===== src/phy_regs_pkg.sv =====
/*
  package for the phy power, control and status register group:
  register word indices, field positions, reset values, timing constants.
  assumes a 250 MHz device clock and a 32-bit AHB-Lite register bus.
*/
`default_nettype none

package phy_regs_pkg;

  localparam int unsigned CLK_MHZ = 250;

  // register indices; the byte address on the bus is four times the index
  localparam logic [7:0] IDX_SLEEP_WAKE = 8'hD6;
  localparam logic [7:0] IDX_SOFT_RESET = 8'hD8;
  localparam logic [7:0] IDX_BASIC_CTRL = 8'hE4;
  localparam logic [7:0] IDX_BASIC_STAT = 8'hE6;
  localparam logic [7:0] IDX_IDENT_LOW  = 8'hE8;
  localparam logic [7:0] IDX_PWR_MGMT   = 8'hF0;
  localparam logic [7:0] IDX_PHY_STATE  = 8'hF2;

  // timer fields
  localparam int unsigned WAKE_LSB  = 8;
  localparam int unsigned SLEEP_LSB = 0;
  localparam logic [7:0]  WAKE_RST  = 8'h08;
  localparam logic [7:0]  SLEEP_RST = 8'h0C;

  // control bits
  localparam int unsigned CB_LOOPBACK  = 14;
  localparam int unsigned CB_FORCE100  = 13;
  localparam int unsigned CB_AN_EN     = 12;
  localparam int unsigned CB_AN_RESTART = 9;
  localparam int unsigned CB_FORCE_FD  = 8;
  localparam int unsigned CB_XOVER_ALG = 5;
  localparam int unsigned CB_FORCE_X   = 4;
  localparam int unsigned CB_XOVER_DIS = 3;
  localparam int unsigned CB_TX_DIS    = 1;
  localparam int unsigned CB_LED_OFF   = 0;
  // writable mask and reset value of basic control
  localparam logic [15:0] CTRL_WMASK = 16'h7F3F;
  localparam logic [15:0] CTRL_RST   = 16'h3120;

  // status: fixed capability bits 14..11 and bit 3
  localparam logic [15:0] STAT_FIXED = 16'h7808;
  localparam int unsigned SB_AN_DONE = 5;
  localparam int unsigned SB_LINK    = 2;

  // power management mode field
  localparam logic [1:0] PM_ENERGY_DETECT = 2'h1;
  localparam int unsigned PM_AUTO_WAKE = 7;

  // arbitrary identifier value
  localparam logic [15:0] IDENT_LOW_DEF = 16'h0A5C;

  // time units
  localparam int unsigned WAKE_UNIT_MS  = 16;
  localparam int unsigned SLEEP_UNIT_MS = 1000;
  localparam int unsigned WAKE_UNIT_CYC  = WAKE_UNIT_MS * 1000 * CLK_MHZ;
  localparam int unsigned SLEEP_UNIT_CYC = SLEEP_UNIT_MS * 1000 * CLK_MHZ;

  typedef struct packed {
    logic loopback;
    logic force_100;
    logic an_enable;
    logic force_full;
    logic xover_alg;
    logic force_cross;
    logic xover_disable;
    logic tx_disable;
    logic led_off;
  } phy_ctrl_s;

endpackage : phy_regs_pkg

`default_nettype wire


===== src/phy_power_ctrl_status_regs.sv =====
/*
  register group for the integrated phy: timers, soft reset, basic control,
  basic status, identifier low, and the energy detect low power sequencer.
  assumes a single AHB-Lite master, phy status inputs synchronous to clk.
*/
`timescale 1ns/10ps
`default_nettype none

module phy_power_ctrl_status_regs #(
  parameter int unsigned WAKE_UNIT  = phy_regs_pkg::WAKE_UNIT_CYC,
  parameter int unsigned SLEEP_UNIT = phy_regs_pkg::SLEEP_UNIT_CYC
) (
  input  wire logic             clk,
  input  wire logic             rst,
  input  wire logic             hsel,
  input  wire logic [31:0]      haddr,
  input  wire logic [1:0]       htrans,
  input  wire logic             hwrite,
  input  wire logic [2:0]       hsize,
  input  wire logic [31:0]      hwdata,
  input  wire logic             hready,
  output logic      [31:0]      hrdata,
  output logic                  hreadyout,
  output logic                  hresp,
  input  wire logic             energy_present,
  input  wire logic             link_up,
  input  wire logic             an_complete,
  output var phy_regs_pkg::phy_ctrl_s phy_ctrl,
  output logic                  phy_reset,
  output logic                  an_restart,
  output logic                  low_power
);

  typedef enum logic [1:0] {PWR_NORMAL, PWR_LOW} pwr_e;

  // write data phase captured from address phase
  logic        wr_pend, next_wr_pend;
  logic [7:0]  wr_addr, next_wr_addr;
  logic [31:0] next_hrdata;

  logic [15:0] sleep_wake_timer, next_sleep_wake_timer;
  logic [15:0] ctrl, next_ctrl;
  logic [7:0]  pwr_mgmt, next_pwr_mgmt;
  logic        next_phy_reset;
  logic        next_an_restart;

  pwr_e        pwr, next_pwr;
  logic [31:0] unit_cnt, next_unit_cnt;
  logic [7:0]  unit_num, next_unit_num;

  function automatic logic [31:0] unit_len(input logic lowp);
    unit_len = lowp ? WAKE_UNIT : SLEEP_UNIT;
  endfunction : unit_len

  logic addr_ok;
  logic rd_req;
  logic [15:0] status_word;
  logic energy_mode;
  logic watched;
  logic ctrl_wr;

  assign addr_ok     = hsel && hready && htrans[1];
  assign rd_req      = addr_ok && !hwrite;
  assign hreadyout   = 1'b1;
  assign hresp       = 1'b0;
  assign energy_mode = (pwr_mgmt[1:0] == phy_regs_pkg::PM_ENERGY_DETECT);
  // hsize not decoded: only whole-word single transfers reach this block
  assign ctrl_wr     = wr_pend && (wr_addr == phy_regs_pkg::IDX_BASIC_CTRL);

  always_comb
  begin
    status_word = phy_regs_pkg::STAT_FIXED;
    status_word[phy_regs_pkg::SB_AN_DONE] = an_complete;
    status_word[phy_regs_pkg::SB_LINK] = link_up;
  end

  // bus slave: zero wait, reads registered from address phase
  always_comb
  begin
    next_wr_pend = addr_ok && hwrite;
    next_wr_addr = addr_ok ? haddr[9:2] : wr_addr;
    next_hrdata  = 32'h0000_0000;
    if (rd_req)
    begin
      unique case (haddr[9:2])
        phy_regs_pkg::IDX_SLEEP_WAKE: next_hrdata = {16'h0000, sleep_wake_timer};
        phy_regs_pkg::IDX_BASIC_CTRL: next_hrdata = {16'h0000, ctrl};
        phy_regs_pkg::IDX_BASIC_STAT: next_hrdata = {16'h0000, status_word};
        phy_regs_pkg::IDX_IDENT_LOW:  next_hrdata = {16'h0000, phy_regs_pkg::IDENT_LOW_DEF};
        phy_regs_pkg::IDX_PWR_MGMT:   next_hrdata = {24'h000000, pwr_mgmt};
        phy_regs_pkg::IDX_PHY_STATE:  next_hrdata = {31'h0, pwr == PWR_LOW};
        default:                      next_hrdata = 32'h0000_0000;
      endcase
    end
  end

  // register writes; soft reset and restart are one-cycle pulses
  always_comb
  begin
    next_sleep_wake_timer = sleep_wake_timer;
    next_ctrl             = ctrl;
    next_pwr_mgmt         = pwr_mgmt;
    next_phy_reset        = 1'b0;
    next_an_restart       = 1'b0;
    if (wr_pend)
    begin
      unique case (wr_addr)
        phy_regs_pkg::IDX_SLEEP_WAKE: next_sleep_wake_timer = hwdata[15:0];
        phy_regs_pkg::IDX_SOFT_RESET: next_phy_reset = hwdata[0];
        phy_regs_pkg::IDX_BASIC_CTRL:
        begin
          // single storage serves both the read view and the control outputs
          next_ctrl = hwdata[15:0] & phy_regs_pkg::CTRL_WMASK;
          next_ctrl[phy_regs_pkg::CB_AN_RESTART] = 1'b0;
          next_an_restart = hwdata[phy_regs_pkg::CB_AN_RESTART];
        end
        phy_regs_pkg::IDX_PWR_MGMT:   next_pwr_mgmt = hwdata[7:0];
        default:                      next_ctrl = ctrl;
      endcase
    end
  end

  // energy detect sequencer: counts whole units of steady condition
  always_comb
  begin
    next_pwr      = pwr;
    next_unit_cnt = unit_cnt;
    next_unit_num = unit_num;
    // in low power wait for energy, in normal wait for silence
    watched = (pwr == PWR_LOW) ? energy_present : !energy_present;
    if (!energy_mode)
    begin
      next_pwr      = PWR_NORMAL;
      next_unit_cnt = 32'h0;
      next_unit_num = 8'h00;
    end
    else if (!watched)
    begin
      next_unit_cnt = 32'h0;
      next_unit_num = 8'h00;
    end
    else if (unit_cnt == unit_len(pwr == PWR_LOW) - 32'h1)
    begin
      next_unit_cnt = 32'h0;
      next_unit_num = unit_num + 8'h01;
      if (pwr == PWR_NORMAL && unit_num + 8'h01 >= sleep_wake_timer[7:0])
      begin
        next_pwr      = PWR_LOW;
        next_unit_num = 8'h00;
      end
      else if (pwr == PWR_LOW && unit_num + 8'h01 >= sleep_wake_timer[15:8])
      begin
        next_unit_num = 8'h00;
        if (pwr_mgmt[phy_regs_pkg::PM_AUTO_WAKE])
          next_pwr = PWR_NORMAL;
      end
    end
    else
      next_unit_cnt = unit_cnt + 32'h1;
  end

  always_ff @(posedge clk or posedge rst)
  begin
    if (rst)
    begin
      wr_pend          <= 1'b0;
      wr_addr          <= 8'h00;
      hrdata           <= 32'h0000_0000;
      sleep_wake_timer <= {phy_regs_pkg::WAKE_RST, phy_regs_pkg::SLEEP_RST};
      ctrl             <= phy_regs_pkg::CTRL_RST;
      pwr_mgmt         <= 8'h00;
      phy_reset        <= 1'b0;
      an_restart       <= 1'b0;
      pwr              <= PWR_NORMAL;
      unit_cnt         <= 32'h0;
      unit_num         <= 8'h00;
    end
    else
    begin
      wr_pend          <= next_wr_pend;
      wr_addr          <= next_wr_addr;
      hrdata           <= next_hrdata;
      sleep_wake_timer <= next_sleep_wake_timer;
      ctrl             <= next_ctrl;
      pwr_mgmt         <= next_pwr_mgmt;
      phy_reset        <= next_phy_reset;
      an_restart       <= next_an_restart;
      pwr              <= next_pwr;
      unit_cnt         <= next_unit_cnt;
      unit_num         <= next_unit_num;
    end
  end

  assign low_power = (pwr == PWR_LOW);

  // control outputs straight from storage
  always_comb
  begin
    phy_ctrl.loopback      = ctrl[phy_regs_pkg::CB_LOOPBACK];
    phy_ctrl.force_100     = ctrl[phy_regs_pkg::CB_FORCE100];
    phy_ctrl.an_enable     = ctrl[phy_regs_pkg::CB_AN_EN];
    phy_ctrl.force_full    = ctrl[phy_regs_pkg::CB_FORCE_FD];
    phy_ctrl.xover_alg     = ctrl[phy_regs_pkg::CB_XOVER_ALG];
    phy_ctrl.force_cross   = ctrl[phy_regs_pkg::CB_FORCE_X];
    phy_ctrl.xover_disable = ctrl[phy_regs_pkg::CB_XOVER_DIS];
    phy_ctrl.tx_disable    = ctrl[phy_regs_pkg::CB_TX_DIS];
    phy_ctrl.led_off       = ctrl[phy_regs_pkg::CB_LED_OFF];
  end

  // assertions
  property p_soft_reset;
    @(posedge clk) disable iff (rst)
      (wr_pend && wr_addr == phy_regs_pkg::IDX_SOFT_RESET && hwdata[0]) |=> phy_reset ##1 !phy_reset;
  endproperty
  a_soft_reset: assert property (p_soft_reset) else $error("soft reset pulse wrong");

  property p_restart;
    @(posedge clk) disable iff (rst)
      (wr_pend && wr_addr == phy_regs_pkg::IDX_BASIC_CTRL && hwdata[9]) |=> an_restart && !ctrl[9];
  endproperty
  a_restart: assert property (p_restart) else $error("restart not pulsed");

  property p_status_fixed;
    @(posedge clk) disable iff (rst)
      rd_req && haddr[9:2] == phy_regs_pkg::IDX_BASIC_STAT |=>
        hrdata[15:11] == 5'h0F && hrdata[6] == 1'b0 && hrdata[3] && !hrdata[1];
  endproperty
  a_status_fixed: assert property (p_status_fixed) else $error("status constants wrong");

  property p_link;
    @(posedge clk) disable iff (rst)
      rd_req && haddr[9:2] == phy_regs_pkg::IDX_BASIC_STAT |=> hrdata[2] == $past(link_up);
  endproperty
  a_link: assert property (p_link) else $error("link bit wrong");

  property p_an_done;
    @(posedge clk) disable iff (rst)
      rd_req && haddr[9:2] == phy_regs_pkg::IDX_BASIC_STAT |=> hrdata[5] == $past(an_complete);
  endproperty
  a_an_done: assert property (p_an_done) else $error("an complete bit wrong");

  property p_ident;
    @(posedge clk) disable iff (rst)
      rd_req && haddr[9:2] == phy_regs_pkg::IDX_IDENT_LOW |=> hrdata[15:0] == phy_regs_pkg::IDENT_LOW_DEF;
  endproperty
  a_ident: assert property (p_ident) else $error("identifier wrong");

  property p_mode_only;
    @(posedge clk) disable iff (rst)
      !energy_mode |=> !low_power;
  endproperty
  a_mode_only: assert property (p_mode_only) else $error("low power outside mode");

  property p_no_auto_wake;
    @(posedge clk) disable iff (rst)
      low_power && !pwr_mgmt[7] && energy_mode |=> low_power;
  endproperty
  a_no_auto_wake: assert property (p_no_auto_wake) else $error("woke without enable");

  property p_sleep_needs_silence;
    @(posedge clk) disable iff (rst)
      $rose(low_power) |-> !$past(energy_present);
  endproperty
  a_sleep_needs_silence: assert property (p_sleep_needs_silence) else $error("slept with energy");

  property p_wake_needs_energy;
    @(posedge clk) disable iff (rst)
      $fell(low_power) && $past(energy_mode) |-> $past(energy_present);
  endproperty
  a_wake_needs_energy: assert property (p_wake_needs_energy) else $error("woke without energy");

  // each control output must follow the written word one cycle later
  property p_loopback;
    @(posedge clk) disable iff (rst)
      ctrl_wr |=> phy_ctrl.loopback == $past(hwdata[phy_regs_pkg::CB_LOOPBACK]);
  endproperty
  a_loopback: assert property (p_loopback) else $error("loopback bit wrong");

  property p_force_100;
    @(posedge clk) disable iff (rst)
      ctrl_wr |=> phy_ctrl.force_100 == $past(hwdata[phy_regs_pkg::CB_FORCE100]);
  endproperty
  a_force_100: assert property (p_force_100) else $error("speed bit wrong");

  property p_an_enable;
    @(posedge clk) disable iff (rst)
      ctrl_wr |=> phy_ctrl.an_enable == $past(hwdata[phy_regs_pkg::CB_AN_EN]);
  endproperty
  a_an_enable: assert property (p_an_enable) else $error("autoneg enable bit wrong");

  property p_force_full;
    @(posedge clk) disable iff (rst)
      ctrl_wr |=> phy_ctrl.force_full == $past(hwdata[phy_regs_pkg::CB_FORCE_FD]);
  endproperty
  a_force_full: assert property (p_force_full) else $error("duplex bit wrong");

  property p_xover_alg;
    @(posedge clk) disable iff (rst)
      ctrl_wr |=> phy_ctrl.xover_alg == $past(hwdata[phy_regs_pkg::CB_XOVER_ALG]);
  endproperty
  a_xover_alg: assert property (p_xover_alg) else $error("crossover algorithm bit wrong");

  property p_force_cross;
    @(posedge clk) disable iff (rst)
      ctrl_wr |=> phy_ctrl.force_cross == $past(hwdata[phy_regs_pkg::CB_FORCE_X]);
  endproperty
  a_force_cross: assert property (p_force_cross) else $error("forced crossover bit wrong");

  property p_xover_disable;
    @(posedge clk) disable iff (rst)
      ctrl_wr |=> phy_ctrl.xover_disable == $past(hwdata[phy_regs_pkg::CB_XOVER_DIS]);
  endproperty
  a_xover_disable: assert property (p_xover_disable) else $error("crossover disable bit wrong");

  property p_tx_disable;
    @(posedge clk) disable iff (rst)
      ctrl_wr |=> phy_ctrl.tx_disable == $past(hwdata[phy_regs_pkg::CB_TX_DIS]);
  endproperty
  a_tx_disable: assert property (p_tx_disable) else $error("transmit disable bit wrong");

  property p_led_off;
    @(posedge clk) disable iff (rst)
      ctrl_wr |=> phy_ctrl.led_off == $past(hwdata[phy_regs_pkg::CB_LED_OFF]);
  endproperty
  a_led_off: assert property (p_led_off) else $error("led disable bit wrong");

  property p_restart_quiet;
    @(posedge clk) disable iff (rst)
      !ctrl_wr |=> !an_restart;
  endproperty
  a_restart_quiet: assert property (p_restart_quiet) else $error("restart without write");

  property p_reset_quiet;
    @(posedge clk) disable iff (rst)
      !(wr_pend && wr_addr == phy_regs_pkg::IDX_SOFT_RESET) |=> !phy_reset;
  endproperty
  a_reset_quiet: assert property (p_reset_quiet) else $error("phy reset without write");

  // read data stands for its data phase only
  property p_read_idle;
    @(posedge clk) disable iff (rst)
      !rd_req |=> hrdata == 32'h0000_0000;
  endproperty
  a_read_idle: assert property (p_read_idle) else $error("read data outside data phase");

  property p_ctrl_reserved;
    @(posedge clk) disable iff (rst)
      ctrl_wr |=> !ctrl[15] && ctrl[7:6] == 2'h0;
  endproperty
  a_ctrl_reserved: assert property (p_ctrl_reserved) else $error("reserved control bits set");

  c_sleep: cover property (@(posedge clk) disable iff (rst) $rose(low_power));
  c_restart: cover property (@(posedge clk) disable iff (rst) an_restart);
  c_ctrl_write: cover property (@(posedge clk) disable iff (rst) ctrl_wr);
  c_wake: cover property (@(posedge clk) disable iff (rst) $fell(low_power) && energy_mode);
  c_reset: cover property (@(posedge clk) disable iff (rst) phy_reset);

endmodule : phy_power_ctrl_status_regs

`default_nettype wire


===== config.mk =====
export PLATFORM = sky130hd
export DESIGN_NAME = phy_power_ctrl_status_regs
export DESIGN_NICKNAME = d
export VERILOG_FILES = /design/src/phy_regs_pkg.sv /design/src/phy_power_ctrl_status_regs.sv
export SDC_FILE = /design/constraint.sdc
export NUM_CORES = 1
export LEC_CHECK = 0
export ABC_CLOCK_PERIOD_IN_PS = 4100
export BUFFER_PORTS_ARGS = -buffer_cell sky130_fd_sc_hd__buf_2
export CAP_MARGIN = 10
export CORE_MARGIN = 1.5
export CORE_UTILIZATION = 54
export CTS_CLUSTER_DIAMETER = 50
export DETAILED_ROUTE_END_ITERATION = 7
export PLACE_DENSITY = 0.91
export SLEW_MARGIN = 15
export SYNTH_ARGS = -nofsm -noshare
export SYNTH_HDL_FRONTEND = slang
export SYNTH_SLANG_ARGS = --single-unit

===== constraint.sdc =====
create_clock -name clk -period 4.1 [get_ports clk]
set_input_delay 0.205 -clock clk [delete_from_list [all_inputs] [get_ports clk]]
set_output_delay 0.205 -clock clk [all_outputs]
set_load 0.02 [all_outputs]

==> impl_metrics.yaml <==
logic_synthesis:
  synth_area_um2: 5290
  post_synth.cell_area_avg_um2: 10.8
  ys_async_sr_fraction: 1.00
  synth_flop_cell: "dfrtp_1"
  yosysSeqAreaShare: 0.494
  ys_seq_elements: 104
  ys_types: 59
  synth_cells: 490
  yosysWarnings: 0
  synth_edf_count: 0
timing:
  tightestPinTransition_ps: 1130
  finalSetupViolations: 0
  fmaxAchievable_ghz: 0.289
  rsz0062_at_grt: "false"
  slew_viol_final: 0
  period_share: 0.845
  final_hold_viol_count: 0
  skew_ps: 13.8
  fin_setup_tns_ps: 0
  holdWs_ps: 35.5
  fin_crit_ps: 3470
  slew_headroom: 0.243
routing:
  dr.pass1.iters: 5
  via_per_inst: 5.87
  top_layer_used: "met4"
  drt_iter0_drc: 354
  m1WireLength_mm: 4.71
  wire_per_inst_um: 17.1
  route.detailed.drc: 0
  wl_met2_mm: 5.90
  wl_met3_um: 614
  wirelength_mm: 11.5
  ant_nets: 0
  vias: 3937
cells_and_area:
  nets: 632
  multi_input_area_um2: 2360
  register_area_um2: 2610
  layout-drive-gt1-share: 0.256
  diodes: 0
  nFillCells: 710
  syn_to_final_growth_pct: 9.30
  layout_common_cells: "dfrtp_1, buf_2, nor2_1, mux2_2, inv_1"
  final_common_cell: "dfrtp_1"
global_route:
  grt_pass1_wl_mm: 18.7
  grt_overflow: 0
  grt_use_total: 0.232
  antenna_found_initial: 0
  grt_max_degree: 58
  grt_pass1_vias: 3948
critical_path:
  end_kind: "flip-flop"
  endpoint: "unit_num[2]$_DFFE_PP0P_"
  rrSetupSlack_ps: 630
  ff2ff_path_depth: 11
  worstPathRequired_ps: 4410
  timing.rr.start: "unit_num[0]$_DFFE_PP0P_"
  cp-start-kind: "flip-flop"
  startpoint: "unit_num[0]$_DFFE_PP0P_"
  cp_data_arrival_time_ps: 3780
  timing.rr.end: "unit_num[2]$_DFFE_PP0P_"
  cp_max_fo: 6
  path_class: "flip-flop to flip-flop"
floorplan:
  coreArea_um2: 9370
  die_x_um: 102
  ios: 123
  die_area_um2: 10400
  initial_core_util: 0.564
  num_rows: 35
  die_h_um: 102
clock_tree:
  cts_sinks: 104
  cts_tree: "done"
  cts_resized: 0
  clkTransAtPathRegs_ps: 110
  cts_setup_buffers: 0
  clk_latency_ps: 380
  cts_buffers: 9
  clockBufferDepth: 2
  htreeDepth: 3
  hold_buffers: 1
  root_buffer: "clkbuf_8"
run_status:
  status: "complete, no violations"
placed_design:
  io_buffers: 60
  gp_congestion: 0.879
  dp_hpwl_mm: 8.04
pwr:
  p_total_mw: 1.91
  power_density_nw_per_um2: 330
  peakVddDrop_mv: 0.228
  p_leak_nw: 2.67
worst_hold_path:
  min_path_type: "primary input to flip-flop"
job:
  drv_cap: 0
[cells in the mapped netlist (all sizes together), types with 3 or more instances]
cell type	number	area share
clkbuf	11	0.0078
xor2	15	0.025
dfstp	7	0.035
mux2	43	0.092
nand3	20	0.019
and4	5	0.0083
ha	18	0.043
and3	12	0.014
xnor2	18	0.030
nand2	18	0.014
buf	33	0.046
a32o	3	0.0057
a22oi	5	0.0071
nor3	13	0.012
nor2b	3	0.0035
nand4	10	0.012
nor2	55	0.039
o21ai	7	0.0073
inv	26	0.018
nand2b	3	0.0035
dfrtp	97	0.46
a222oi	3	0.0057
a21oi	9	0.0085
or4	3	0.0043
and4b	3	0.0057
or3	4	0.0047
a221oi	7	0.012
[where the power goes]
group          leakage [nW]  switching, mW  internal [mW]
clock                 0.110          0.381          0.298
sequential             1.34         0.0289           1.06
combinational          1.22         0.0843         0.0523
[metrics by stage]
stage | util | cells | instance area, µm² | setup WS, ps
floorplan | - | 506 | 5350 | 1170
global placement | 0.593 | 654 | 5560 | 895
detailed placement | 0.593 | 654 | 5560 | 900
CTS | 0.617 | 671 | 5780 | 722
global route | 0.617 | 671 | 5780 | 493
finish | 0.617 | 671 | 5780 | 634
[cells by family after synthesis]
| group | Yosys count | synth area share |
|---|---|---|
| other | 2 | 0.00142 |
| AOI/OAI and AO/OA | 55 | 0.0785 |
| adders and majority gates | 18 | 0.0426 |
| xor gates and xnor gates | 33 | 0.0546 |
| buffers and inverters | 70 | 0.0726 |
| and+or+nand+nor | 165 | 0.165 |
| DFF | 104 | 0.494 |
| muxes | 43 | 0.0916 |
[how the worst min path moves through the flow]
stage	depth (start not counted)	to	start
after global placement	2	hrdata[12]$_DFF_PP0_	rst
after floorplan	1	hrdata[9]$_DFF_PP0_	hwrite
final	2	hrdata[9]$_DFF_PP0_	hwrite
after CTS	2	hrdata[9]$_DFF_PP0_	hwrite
after global routing	2	hrdata[9]$_DFF_PP0_	hwrite
after detailed placement	2	hrdata[13]$_DFF_PP0_	rst
[routing by layer]
metal  vias up  GRT usage
met2       154      0.385
li1       1779          -
met3        29     0.0410
met4         0      0.105
met1      1975      0.300
met5         -          0
[registers in the layout, indices dropped and copies added (netlist names)]
name              count
pwr_mgmt              8
phy_reset             1
an_restart            1
wr_addr               8
ctrl                 12
pwr                   1
unit_cnt             32
unit_num              8
sleep_wake_timer     16
wr_pend               1
hrdata               16
[worst max-delay path: stages (launching register included)]
cell and delay, ps:
dfrtp_1 490, ha_1 270, nand3_1 150, nor3_1 240, xnor2_1 270, ha_1 330
and3_1 170, a22o_1 240, o21ai_0 300, o2111ai_1 300, nor2_1 430, a22o_1 210
[layout make-up]
| cell class | instances | share of cell area |
|---|---|---|
| flip-flops and latches | 104 | 0.452 |
| multi-input cells | 332 | 0.409 |
| repair buffers | 64 | 0.0576 |
| well taps | 129 | 0.0279 |
| clock buffers | 9 | 0.0214 |
| inverters | 26 | 0.0173 |
| clock inverters | 7 | 0.0149 |
Power figures use the tool's default switching activity.
